<file path="src/inc/mpg_regs.svh">
// Purpose: named constants of the multiplexed multipulse generator
// Assumes: included by bare name from design files
// Notes:   definitions only
`ifndef MPG_REGS_SVH
`define MPG_REGS_SVH

`define MPG_CHANNELS      4
`define MPG_CH_W          2
`define MPG_ANGLE_W       16
`define MPG_TICK_W        24
`define MPG_PROD_W        40
`define MPG_KEY_W         16
// unlock key value is arbitrary
`define MPG_KEY_VALUE     16'hA5C3
// 45 of 720 crank degrees is one sixteenth of the cycle
`define MPG_SPACING_SHIFT 4
`define MPG_CH_FIRST      2'h0
`define MPG_CH_STEP       2'h1
`define MPG_TICK_ZERO     24'h000000
`define MPG_TICK_ONE      24'h000001
`define MPG_FIRE_NONE     3'h0
`define MPG_FIRE_PILOT    0
`define MPG_FIRE_PRE      1
`define MPG_FIRE_MAIN     2

`endif

</file>
<file path="src/inc/mpg_pkg.sv">
// Purpose: types shared by both ends of the multipulse generator link
// Assumes: mpg_regs.svh gives the widths
// Notes:   no imports anywhere; use mpg_pkg::name
`include "mpg_regs.svh"

package mpg_pkg;

   // settings of one channel
   typedef struct packed {
      logic                       pulse_group_enable;
      logic                       first_early_pulse_enable;
      logic                       second_early_pulse_enable;
      logic                       first_late_pulse_enable;
      logic                       second_late_pulse_enable;
      logic [`MPG_ANGLE_W-1:0]    main_pulse_angle;
      logic [`MPG_TICK_W-1:0]     main_pulse_length;
      logic [`MPG_TICK_W-1:0]     first_early_lead_ticks;
      logic [`MPG_TICK_W-1:0]     first_early_length;
      logic [`MPG_TICK_W-1:0]     second_early_lead_ticks;
      logic [`MPG_TICK_W-1:0]     second_early_length;
      logic [`MPG_TICK_W-1:0]     first_late_gap_ticks;
      logic [`MPG_TICK_W-1:0]     first_late_length;
      logic [`MPG_TICK_W-1:0]     second_late_gap_ticks;
      logic [`MPG_TICK_W-1:0]     second_late_length;
      logic [`MPG_ANGLE_W-1:0]    channel_switch_angle;
   } mpg_chan_settings_t;

   // engine position bundle from the tracker
   typedef struct packed {
      logic                       sync_valid;
      logic [`MPG_ANGLE_W-1:0]    crank_angle_tick;
      logic [`MPG_ANGLE_W-1:0]    cycle_ticks;
      logic [`MPG_TICK_W-1:0]     tick_period;
   } mpg_engine_position_bundle_t;

   // one-hot states of a pulse timer
   typedef enum logic [2:0] {
      MPG_TMR_IDLE = 3'h1,
      MPG_TMR_WAIT = 3'h2,
      MPG_TMR_HIGH = 3'h4
   } mpg_tmr_state_t;

endpackage : mpg_pkg

</file>
<file path="src/inc/mpg_if.sv">
// Purpose: link between the pulse generator and its surrounding logic
// Assumes: both ends run on the same core clock
// Notes:   no clocking block
`timescale 1ns/1ps
`default_nettype none
`include "mpg_regs.svh"

interface mpg_if;
   mpg_pkg::mpg_engine_position_bundle_t  engine_position_bundle;
   logic [`MPG_KEY_W-1:0]                 unlock_key;
   mpg_pkg::mpg_chan_settings_t           channel_pulse_settings [`MPG_CHANNELS];
   logic [`MPG_CHANNELS-1:0]              channel_pulse_out;
   logic                                  switch_strobe;

   modport dev (
      input  engine_position_bundle,
      input  unlock_key,
      input  channel_pulse_settings,
      output channel_pulse_out,
      output switch_strobe
   );

   modport host (
      output engine_position_bundle,
      output unlock_key,
      output channel_pulse_settings,
      input  channel_pulse_out,
      input  switch_strobe
   );
endinterface : mpg_if

`default_nettype wire

</file>
<file path="src/logic/mpg_pulse_timer.sv">
// Purpose: one pulse, delayed then held for a length, in clock ticks
// Assumes: start is a one-cycle pulse
// Notes:   clear aborts the pulse at once
`timescale 1ns/1ps
`default_nettype none
`include "mpg_regs.svh"

module mpg_pulse_timer (
   input  wire logic                    core_clk,
   input  wire logic                    sys_rst,
   input  wire logic                    clear,
   input  wire logic                    start,
   input  wire logic [`MPG_TICK_W-1:0]  delay_ticks,
   input  wire logic [`MPG_TICK_W-1:0]  length_ticks,
   output logic                         active,
   output logic                         done
);

   mpg_pkg::mpg_tmr_state_t  state_ff;
   logic [`MPG_TICK_W-1:0]   cnt_ff;
   logic [`MPG_TICK_W-1:0]   len_ff;
   logic                     done_ff;

   //---------------------------------------------------------------
   // sequencing
   //---------------------------------------------------------------
   // delay phase, then high phase; done when high phase ends
   always_ff @(posedge core_clk)
   begin
      done_ff <= 1'b0;
      if (sys_rst || clear)
      begin
         state_ff <= mpg_pkg::MPG_TMR_IDLE;
         cnt_ff   <= `MPG_TICK_ZERO;
         len_ff   <= `MPG_TICK_ZERO;
      end
      else
      begin
         case (state_ff)
            mpg_pkg::MPG_TMR_IDLE:
            begin
               if (start)
               begin
                  len_ff <= length_ticks;
                  if (delay_ticks != `MPG_TICK_ZERO)
                  begin
                     state_ff <= mpg_pkg::MPG_TMR_WAIT;
                     cnt_ff   <= delay_ticks;
                  end
                  else if (length_ticks != `MPG_TICK_ZERO)
                  begin
                     state_ff <= mpg_pkg::MPG_TMR_HIGH;
                     cnt_ff   <= length_ticks;
                  end
                  else
                     done_ff <= 1'b1;   // zero length: no pulse
               end
            end
            mpg_pkg::MPG_TMR_WAIT:
            begin
               if (cnt_ff == `MPG_TICK_ONE)
               begin
                  if (len_ff != `MPG_TICK_ZERO)
                  begin
                     state_ff <= mpg_pkg::MPG_TMR_HIGH;
                     cnt_ff   <= len_ff;
                  end
                  else
                  begin
                     state_ff <= mpg_pkg::MPG_TMR_IDLE;
                  end
               end
               else
                  cnt_ff <= cnt_ff - `MPG_TICK_ONE;
            end
            mpg_pkg::MPG_TMR_HIGH:
            begin
               if (cnt_ff == `MPG_TICK_ONE)
               begin
                  state_ff <= mpg_pkg::MPG_TMR_IDLE;
               end
               else
                  cnt_ff <= cnt_ff - `MPG_TICK_ONE;
            end
            default:
               state_ff <= mpg_pkg::MPG_TMR_IDLE;
         endcase
      end
   end

   assign active = (state_ff == mpg_pkg::MPG_TMR_HIGH);
   // done in the last cycle of the final phase, so a chained gap is not one tick long
   assign done   = done_ff ||
                   ((state_ff == mpg_pkg::MPG_TMR_HIGH) && (cnt_ff == `MPG_TICK_ONE)) ||
                   ((state_ff == mpg_pkg::MPG_TMR_WAIT) && (cnt_ff == `MPG_TICK_ONE) &&
                    (len_ff == `MPG_TICK_ZERO));

endmodule : mpg_pulse_timer

`default_nettype wire

</file>
<file path="src/logic/mpg_device.sv">
// Purpose: four-channel multiplexed five-pulse generator, crank synchronous
// Assumes: bundle straight from the tracker, key fed back one stage late
// Notes:   one timing engine serves the active channel only
//
// Behaviour
// - group enable gates all five pulses
// - pilot pulse only when pilot enabled
// - pre pulse only when pre enabled
// - after pulse only when after enabled
// - post pulse needs post and after enables
// - main starts at main angle, lasts length
// - pilot leads main start by clock ticks
// - pre leads main start by clock ticks
// - after follows main end by gap ticks
// - post follows after end by gap ticks
// - each pulse held for its own length
// - all tick values are 24 bits wide
// - host flags switch angle less than 45 degrees past main
// - shared engine advances channel at switch angle
// - host passes settings unaltered, switch angle order unchecked
// - switch strobe lasts exactly one clock
// - four separate channel pulse outputs
// - outputs stay low without valid key
// - host returns key through one register
// - host passes position bundle unaltered
// - whole block evaluated every 40 MHz clock
// - angles are crank ticks over full cycle
`timescale 1ns/1ps
`default_nettype none
`include "mpg_regs.svh"

module mpg_device (
   input  wire logic  core_clk,
   input  wire logic  sys_rst,
   mpg_if.dev         link
);

   //---------------------------------------------------------------
   // helpers
   //---------------------------------------------------------------
   // forward distance in crank ticks, wrapping at the cycle length
   function automatic logic [`MPG_ANGLE_W-1:0] mpg_ang_dist(
      input logic [`MPG_ANGLE_W-1:0] from_a,
      input logic [`MPG_ANGLE_W-1:0] to_a,
      input logic [`MPG_ANGLE_W-1:0] cycle
   );
      logic [`MPG_ANGLE_W:0] sum;
      sum = {1'b0, to_a} + {1'b0, cycle} - {1'b0, from_a};
      if (to_a >= from_a)
         mpg_ang_dist = to_a - from_a;
      else
         mpg_ang_dist = sum[`MPG_ANGLE_W-1:0];
   endfunction : mpg_ang_dist

   //---------------------------------------------------------------
   // state
   //---------------------------------------------------------------
   logic [`MPG_CH_W-1:0]       ch_ff;
   logic [2:0]                 fired_ff;
   logic [`MPG_CHANNELS-1:0]   out_ff;
   logic                       strobe_ff;

   mpg_pkg::mpg_chan_settings_t           cur;
   mpg_pkg::mpg_engine_position_bundle_t  pos;
   logic                        key_ok;
   logic                        grp_on;
   logic [`MPG_ANGLE_W-1:0]     cats_to_main;
   logic [`MPG_PROD_W-1:0]      ticks_to_main;
   logic                        cut;
   logic                        pilot_go;
   logic                        pre_go;
   logic                        main_go;
   logic                        after_go;
   logic                        post_go;
   logic [4:0]                  act;
   logic [4:0]                  done;

   //---------------------------------------------------------------
   // active channel decode
   //---------------------------------------------------------------
   // settings of the channel now owning the engine
   assign cur    = link.channel_pulse_settings[ch_ff];
   assign pos    = link.engine_position_bundle;
   assign key_ok = (link.unlock_key == `MPG_KEY_VALUE);
   assign grp_on = pos.sync_valid && cur.pulse_group_enable;

   // time until main start, predicted from the tick period
   assign cats_to_main  = mpg_ang_dist(pos.crank_angle_tick, cur.main_pulse_angle,
                                       pos.cycle_ticks);
   assign ticks_to_main = cats_to_main * pos.tick_period;

   // channel switch point
   assign cut = pos.sync_valid &&
                (pos.crank_angle_tick == cur.channel_switch_angle);

   //---------------------------------------------------------------
   // pulse start conditions
   //---------------------------------------------------------------
   // early pulses fire once when the lead time is reached
   assign pilot_go = grp_on && cur.first_early_pulse_enable && !cut &&
                     !fired_ff[`MPG_FIRE_PILOT] &&
                     (ticks_to_main <= {16'h0000, cur.first_early_lead_ticks});
   assign pre_go   = grp_on && cur.second_early_pulse_enable && !cut &&
                     !fired_ff[`MPG_FIRE_PRE] &&
                     (ticks_to_main <= {16'h0000, cur.second_early_lead_ticks});
   // main fires once when the crank reaches its angle
   assign main_go  = grp_on && !cut && !fired_ff[`MPG_FIRE_MAIN] &&
                     (pos.crank_angle_tick == cur.main_pulse_angle);
   // late pulses chain off the end of the previous pulse
   assign after_go = grp_on && cur.first_late_pulse_enable && done[2];
   assign post_go  = grp_on && cur.first_late_pulse_enable &&
                     cur.second_late_pulse_enable && done[3];

   //---------------------------------------------------------------
   // pulse timers
   //---------------------------------------------------------------
   // pilot, no delay
   mpg_pulse_timer u_pilot (
      .core_clk     (core_clk),
      .sys_rst      (sys_rst),
      .clear        (cut),
      .start        (pilot_go),
      .delay_ticks  (`MPG_TICK_ZERO),
      .length_ticks (cur.first_early_length),
      .active       (act[0]),
      .done         (done[0])
   );

   // pre, no delay
   mpg_pulse_timer u_pre (
      .core_clk     (core_clk),
      .sys_rst      (sys_rst),
      .clear        (cut),
      .start        (pre_go),
      .delay_ticks  (`MPG_TICK_ZERO),
      .length_ticks (cur.second_early_length),
      .active       (act[1]),
      .done         (done[1])
   );

   // main, held for its length
   mpg_pulse_timer u_main (
      .core_clk     (core_clk),
      .sys_rst      (sys_rst),
      .clear        (cut),
      .start        (main_go),
      .delay_ticks  (`MPG_TICK_ZERO),
      .length_ticks (cur.main_pulse_length),
      .active       (act[2]),
      .done         (done[2])
   );

   // after, gap then length
   mpg_pulse_timer u_after (
      .core_clk     (core_clk),
      .sys_rst      (sys_rst),
      .clear        (cut),
      .start        (after_go),
      .delay_ticks  (cur.first_late_gap_ticks),
      .length_ticks (cur.first_late_length),
      .active       (act[3]),
      .done         (done[3])
   );

   // post, gap then length
   mpg_pulse_timer u_post (
      .core_clk     (core_clk),
      .sys_rst      (sys_rst),
      .clear        (cut),
      .start        (post_go),
      .delay_ticks  (cur.second_late_gap_ticks),
      .length_ticks (cur.second_late_length),
      .active       (act[4]),
      .done         (done[4])
   );

   //---------------------------------------------------------------
   // sequencing state
   //---------------------------------------------------------------
   // once-per-cycle fire marks, cleared at the switch angle
   always_ff @(posedge core_clk)
   begin
      if (sys_rst || cut)
         fired_ff <= `MPG_FIRE_NONE;
      else
      begin
         if (pilot_go)
            fired_ff[`MPG_FIRE_PILOT] <= 1'b1;
         if (pre_go)
            fired_ff[`MPG_FIRE_PRE] <= 1'b1;
         if (main_go)
            fired_ff[`MPG_FIRE_MAIN] <= 1'b1;
      end
   end

   // move engine to the next channel
   always_ff @(posedge core_clk)
   begin
      if (sys_rst)
         ch_ff <= `MPG_CH_FIRST;
      else if (cut)
         ch_ff <= ch_ff + `MPG_CH_STEP;
   end

   //---------------------------------------------------------------
   // outputs
   //---------------------------------------------------------------
   // one-clock strobe at each switch angle
   always_ff @(posedge core_clk)
   begin
      if (sys_rst)
         strobe_ff <= 1'b0;
      else
         strobe_ff <= cut;
   end

   // active channel carries the OR of its pulses, key gated
   always_ff @(posedge core_clk)
   begin
      if (sys_rst)
         out_ff <= '0;
      else
      begin
         for (int i = 0; i < `MPG_CHANNELS; i++)
            out_ff[i] <= key_ok && !cut && grp_on && (ch_ff == i[`MPG_CH_W-1:0]) &&
                         (|act);
      end
   end

   assign link.channel_pulse_out = out_ff;
   assign link.switch_strobe     = strobe_ff;

endmodule : mpg_device

`default_nettype wire

</file>
<file path="src/flat_wrapper.sv">
// flat-port wrapper written by rule: the top's interface ports become plain ports
module mpg_device_flat 
  (core_clk, sys_rst, link_engine_position_bundle, link_unlock_key, link_channel_pulse_settings, link_channel_pulse_out, link_switch_strobe);
  mpg_if link_i ();
  input  wire logic core_clk;
  input  wire logic sys_rst;
  input wire logic [$bits(link_i.engine_position_bundle)-1:0] link_engine_position_bundle;
  input wire logic [$bits(link_i.unlock_key)-1:0] link_unlock_key;
  input wire logic [$bits(link_i.channel_pulse_settings)-1:0] link_channel_pulse_settings;
  output wire logic [$bits(link_i.channel_pulse_out)-1:0] link_channel_pulse_out;
  output wire logic [$bits(link_i.switch_strobe)-1:0] link_switch_strobe;
  assign link_i.engine_position_bundle = link_engine_position_bundle;
  assign link_i.unlock_key = link_unlock_key;
  assign link_i.channel_pulse_settings = {>>{link_channel_pulse_settings}};
  assign link_channel_pulse_out = link_i.channel_pulse_out;
  assign link_switch_strobe = link_i.switch_strobe;
  mpg_device u_core (.core_clk(core_clk), .sys_rst(sys_rst), .link(link_i));
endmodule
</file>
<file path="config.mk">
export PLATFORM = sky130hd
export DESIGN_NAME = mpg_device_flat
export DESIGN_NICKNAME = d
export VERILOG_FILES = /design/src/inc/mpg_pkg.sv /design/src/inc/mpg_if.sv /design/src/logic/mpg_pulse_timer.sv /design/src/logic/mpg_device.sv /design/src/flat_wrapper.sv
export VERILOG_INCLUDE_DIRS = /design/src /design/src/inc
export SDC_FILE = /design/constraint.sdc
export NUM_CORES = 2
export LEC_CHECK = 0
export ABC_AREA = 1
export ABC_CLOCK_PERIOD_IN_PS = 18100
export BUFFER_PORTS_ARGS = -buffer_cell sky130_fd_sc_hd__buf_2
export CAP_MARGIN = 20
export CORE_AREA = 2 2 426 428
export CTS_CLUSTER_SIZE = 12
export DETAILED_ROUTE_END_ITERATION = 10
export DIE_AREA = 0 0 428 430
export GPL_TIMING_DRIVEN = 1
export PLACE_DENSITY_LB_ADDON = 0.1
export SKIP_LAST_GASP = 1
export SYNTH_ARGS = -nofsm -noshare
export SYNTH_HDL_FRONTEND = slang
export SYNTH_HIERARCHICAL = 1
export SYNTH_SLANG_ARGS = --single-unit
</file>
<file path="constraint.sdc">
create_clock -name core_clk -period 18.1 [get_ports core_clk]
set_input_delay 1.81 -clock core_clk [delete_from_list [all_inputs] [get_ports core_clk]]
set_output_delay 1.81 -clock core_clk [all_outputs]
set_load 0.05 [all_outputs]
</file>
== Word level (Yosys, flattened, before mapping) ==
Index checks and enable logic that the tools add are counted.

* Logic and storage cells: 248
* Register bits after elaboration: 267
* Input bits: 1,087

* Magnitude comparators: 4
* Reductions and logical operators: 80
* Add/subtract/negate cells: 9
* Bitwise gates (word level): 5
* Multiply operators: 1
* Eq/ne operators: 56
* Multiplexer cells: 70

{| class="wikitable"
|+ Operator list
! cell !! number
|-
| two-way mux 24 bit || 27
|-
| binary-select mux 253 bit (select 2 bit) || 1
|-
| two-way mux 253 bit || 2
|-
| case mux 24 bit (3 select lines) || 5
|-
| nonzero test 24 bit || 12
|-
| equality test 24 x 1 -> 1 bit, second input constant || 5
|-
| subtractor 24 x 1 -> 24 bit, second input constant || 5
|-
| two-way mux 3 bit || 27
|-
| <= comparator 40 x 24 -> 1 bit || 2
|-
| logical NOT 24 bit || 2
|-
| case mux 3 bit (3 select lines) || 5
|-
| multiplier 16 x 24 -> 40 bit || 1
|-
| logical AND 1 bit || 33
|-
| equality test 16 bit || 2
|-
| subtractor 16 bit || 2
|-
| != test 2 bit, second input constant || 13
|-
| AND reduction 5 bit || 5
|-
| != test 3 bit, second input constant || 7
|-
| != test 2 x 1 -> 1 bit, second input constant || 10
|-
| AND reduction 4 bit || 5
|-
| adder 16 bit || 1
|-
| equality test 16 bit, second input constant || 1
|-
| >= comparator 16 bit || 1
|-
| two-way mux 16 bit || 1
|-
| other kinds (18) || 50
|}

== Logic depth before layout (Yosys ltp) ==
* Depth after elaboration: 12
* Mapped depth: 67
* Mapped depth without buffers: 58

== Modules after synthesis ==
The synthesis kept the hierarchy.

{| class="wikitable"
|+ Modules (own cells, without submodules)
! module !! cells an instance !! sequential area each (µm²) !! area each (µm²) !! times used
|-
| mpg_device || 3,892 || 200.2 || 24,223.2 || 1
|-
| mpg_pulse_timer (u_core.u_after ...) || 660 || 1,041.0 || 3,768.6 || 4
|-
| mpg_pulse_timer (u_core.u_pre) || 663 || 1,041.0 || 3,778.6 || 1
|}

== Worst setup path before layout ==
No wires, ideal clock.

* Path kind: input-to-reg
* From: input link_channel_pulse_settings[739]
* To: register u_core.u_pilot.cnt_ff[10]
* Path buffers: 3
* Setup time: 0.113 ns
* Data required time: 17.987 ns
* Arrival: 10.601 ns
* Setup slack: 7.387 ns
* Stages: 50
* Cell sequence: nand2_1 a32oi_1 inv_1 fa_1 inv_1 ha_1 nand2_1 o21ai_1 a21oi_2 o21ai_2 a21boi_2 o21ai_0 nor2_1 o21ai_2 buf_4 nand3_1 fa_1 inv_1 [... 14 more ...] xor2_1 ha_1 nand2_1 nor2_1 nand4_1 or3_1 nor3_1 nor2_1 nor2_1 nand3_1 inv_1 nand2_1 nand2_1 nand3_2 buf_6 buf_6 nor2_1 nor2_1

* Cells in the longest elaborated chain, start to end: 11
* Elaborated cells on any way between the ends: 13

{| class="wikitable"
|+ RTL lines
! item !! line !! source
|-
| start: declaration || flat_wrapper.sv:9 || <nowiki>input wire logic [$bits(link_i.channel_pulse_settings)-1:0] link_channel_pulse_settings;</nowiki>
|-
| binary-select mux 253 bit (select 2 bit) (*) || mpg_device.sv:82 || <nowiki>assign cur = link.channel_pulse_settings[ch_ff];</nowiki>
|-
| two-way mux 253 bit (implied by the code) (*) (2 in a row) || mpg_device.sv:82 ||
|-
| adder 16 bit || mpg_device.sv:48 || <nowiki>sum = {1'b0, to_a} + {1'b0, cycle} - {1'b0, from_a};</nowiki>
|-
| subtractor 16 bit || mpg_device.sv:48 ||
|-
| two-way mux 16 bit (*) || mpg_device.sv:49 || <nowiki>if (to_a >= from_a)</nowiki>
|-
| multiplier 16 x 24 -> 40 bit (*) || mpg_device.sv:90 || <nowiki>assign ticks_to_main = cats_to_main * pos.tick_period;</nowiki>
|-
| <= comparator 40 x 24 -> 1 bit (*) || mpg_device.sv:102 || <nowiki>(ticks_to_main <= {16'h0000, cur.first_early_lead_ticks});</nowiki>
|-
| logical AND 1 bit (*) || mpg_device.sv:100 || <nowiki>assign pilot_go = grp_on && cur.first_early_pulse_enable && !cut &&</nowiki>
|-
| named net u_core.pilot_go || mpg_device.sv:70 || <nowiki>logic pilot_go;</nowiki>
|-
| != test 2 x 1 -> 1 bit (no source line) (*) || - ||
|-
| AND reduction 5 bit (no source line) (*) || - ||
|-
| end signal: assignment || mpg_pulse_timer.sv:66 || <nowiki>cnt_ff <= len_ff;</nowiki>
|-
| end signal: assignment || mpg_pulse_timer.sv:74 || <nowiki>cnt_ff <= cnt_ff - `MPG_TICK_ONE;</nowiki>
|-
| end signal: assignment || mpg_pulse_timer.sv:83 || <nowiki>cnt_ff <= cnt_ff - `MPG_TICK_ONE;</nowiki>
|-
| end: declaration || mpg_pulse_timer.sv:20 || <nowiki>logic [`MPG_TICK_W-1:0] cnt_ff;</nowiki>
|}

Mark *: on every way through the listed nets, which the timed path passes. The rest lies on a longest branch. The select of a mux whose other input is x is not followed.
A chain may end at the register's enable or synchronous reset.

== Final worst setup path ==
* From: register u_core.ch_ff[0]
* To: register u_core.u_pilot.cnt_ff[1]

* Cells in the longest elaborated chain, start to end: 12
* Elaborated cells on any way between the ends: 27

{| class="wikitable"
|+ RTL lines
! item !! line !! source
|-
| start: declaration || mpg_device.sv:58 || <nowiki>logic [`MPG_CH_W-1:0] ch_ff;</nowiki>
|-
| start signal: assignment || mpg_device.sv:200 || <nowiki>ch_ff <= `MPG_CH_FIRST;</nowiki>
|-
| start signal: assignment || mpg_device.sv:202 || <nowiki>ch_ff <= ch_ff + `MPG_CH_STEP;</nowiki>
|-
| inverter 2 -> 3 bit (implied by the code) (*) || mpg_device.sv:82 ||
|-
| binary-select mux 253 bit (select 2 bit) (*) || mpg_device.sv:82 ||
|-
| two-way mux 253 bit (implied by the code) (*) (2 in a row) || mpg_device.sv:82 ||
|-
| adder 16 bit or equality test 16 bit (tied branches) || mpg_device.sv:48, mpg_device.sv:94 ||
|-
| subtractor 16 bit or logical AND 1 bit (tied branches) || mpg_device.sv:48, mpg_device.sv:93 ||
|-
| two-way mux 16 bit or logical NOT 1 bit (tied branches) || mpg_device.sv:49, mpg_device.sv:100 ||
|-
| multiplier 16 x 24 -> 40 bit or logical AND 1 bit (tied branches) || mpg_device.sv:90, mpg_device.sv:100 ||
|-
| <= comparator 40 x 24 -> 1 bit or logical AND 1 bit (tied branches) || mpg_device.sv:102, mpg_device.sv:100 ||
|-
| logical AND 1 bit (*) || mpg_device.sv:100 ||
|-
| named net u_core.pilot_go || mpg_device.sv:70 ||
|-
| != test 2 x 1 -> 1 bit (no source line) (*) || - ||
|-
| AND reduction 5 bit (no source line) (*) || - ||
|}

Marked as above.

==> impl_metrics.yaml <==
yosys:
  yosys_warnings: 6
  synth_cells: 7183
  syn_area_per_cell_um2: 5.98
  synth_area_um2: 43000
timing:
  slew_viol_final: 0
  tns_ps: 0
  rsz0062_at_grt: "false"
  setup_ws_ps: 4810
  fmax_ghz: 0.0752
  worst_slew_pin_slew_ps: 1110
  whs_ps: 455
  finalHoldViolCount: 0
  finClkSkew_ps: 29.6
  timing.final.crit_share: 0.734
  relSlewSlack: 0.261
  setup-violations-final: 0
  min_period_ps: 13290
global_routing:
  grt_pass1_vias: 51500
  grt_pass1_wl_mm: 384
  overflow: 0
  grt_util_all_layers: 0.287
  antenna_found_initial: 51
  grt_max_degree: 147
critical_path:
  cp-end-kind: "flop"
  cp_slowest_stage_delay_ps: 700
  arrival_ps: 13790
  start_kind: "flop"
  crit_required_ps: 18600
  critPathMostFrequentCell: "nand2_1"
  cp_max_fo: 71
  critPathKind: "flop to flop"
  cpMaxStageDelayCell: "o21ai_2"
clocking:
  clk_latency_ps: 590
  cts_resized: 0
  cts_tree: "yes"
  cts-buffers-inserted: 39
  clock_path_buffers: 3
  cts_max_level: 2
  clkTransAtPathRegs_ps: 60
  clockRootBuffer: "clkbuf_16"
  ctsHoldBuffers: 0
  post_cts_buffers: 0
  cts_num_sinks: 267
die:
  die_area_um2: 184000
  core_um2: 180000
  die_y_um: 430
  fp.dieW_um: 428
  start_util: 0.239
  rows: 156
  ios: 1092
placed_design:
  pre_cts_ws_ps: 4220
  io_buffers: 1091
  dp_hpwl_mm: 231
  place_congestion: 0.987
drt:
  viasPerCell: 4.90
  ant_nets: 0
  vias: 51700
  avgRoutedWirePerCell_um: 26.0
  dr.pass1.iters: 6
  drt_wl_total_mm: 274
  drc: 0
  drtIter0Drc: 4307
status:
  status: "complete, no violations"
cells_and_area:
  drive_gt1_frac: 0.171
  fin_nets: 9736
  syn_to_final_growth_pct: 21.0
min_path:
  hold_path_class: "flop to flop"
flow_run:
  cap_violations: 0
[cell usage in the layout, fill, tap and decap left out, types with 8 or more instances in the layout]
cell type / n
nand3_1: 529
nand2_1: 1710
nand4_1: 182
nor2_2: 37
clkbuf_16: 41
dfxtp_1: 265
xor2_1: 99
a32o_1: 47
inv_2: 67
o22ai_1: 173
nor2_1: 1200
a21oi_1: 273
nand2_2: 22
conb_1: 132
xnor2_1: 17
ha_1: 205
o21ai_1: 39
clkbuf_1: 14
clkbuf_8: 8
nor3_1: 23
o21ai_0: 488
diode_2: 12
buf_4: 34
fa_1: 322
nor2_4: 20
buf_2: 1091
a32oi_1: 14
inv_1: 975
o21ai_2: 9
[routing by layer]
layer / global-route usage / vias to the layer above / share of wire
li1: - / 24600 / -
met1: 0.383 / 25100 / 0.44
met5: 0 / - / 0.00091
met2: 0.497 / 1686 / 0.48
met4: 0.0564 / 40 / 0.022
met3: 0.0347 / 227 / 0.052
[registers in the layout (all words and copies together) (netlist names), 4 cells and up]
register / cells
u_core/u_after/cnt_ff: 24
u_core/u_after/len_ff: 24
u_core/u_main/cnt_ff: 24
u_core/u_main/len_ff: 24
u_core/u_pilot/cnt_ff: 24
u_core/u_pilot/len_ff: 24
u_core/u_post/cnt_ff: 24
u_core/u_post/len_ff: 24
u_core/u_pre/cnt_ff: 24
u_core/u_pre/len_ff: 24
u_core/link.channel_pulse_out: 4
[stage by stage]
stage	area [um^2]	utilization	cells
4_1_cts	51900	0.289	10500
3_5_place_dp	50600	0.281	10400
2_1_floorplan	43500	-	7314
6_report	52000	0.289	10500
5_1_grt	52000	0.289	10500
3_3_place_gp	50600	0.281	10400
[worst max-delay path, delay by kind of cell (launching register included)]
family                     cells  cell delay [ps]
adders and majority gates     10             4590
DFF                            1              410
and+or+nand+nor               23             3460
buffers and inverters         10             1910
xor gates and xnor gates       1              290
AOI/OAI and AO/OA              7             2470
[final timing paths]
| kind | from | end | slack [ps] | cells past startpoint |
|---|---|---|---|---|
| min | u_core/fired_ff[2] | u_core/fired_ff[2] | 450 | 2 |
| min reg2reg | u_core/fired_ff[2] | u_core/fired_ff[2] | 450 | 2 |
| max | u_core/ch_ff[0] | u_core/u_pilot/cnt_ff[1] | 4810 | 51 |
| max reg2reg | u_core/ch_ff[0] | u_core/u_pilot/cnt_ff[1] | 4810 | 51 |
[final cells by class]
class / instances / area, um^2
Fill cell: 20800 / 128000
Multi-Input combinational cell: 5632 / 32500
Timing Repair Buffer: 1132 / 5860
Sequential cell: 267 / 5350
Inverter: 1050 / 3970
Tap cell: 2370 / 2970
Clock buffer: 63 / 1190
Clock inverter: 9 / 113
Antenna cell: 12 / 30.0
Power is left out: the tool's default activity adds up to more than one toggle a clock period on the data nets, which glitch-free logic cannot reach.
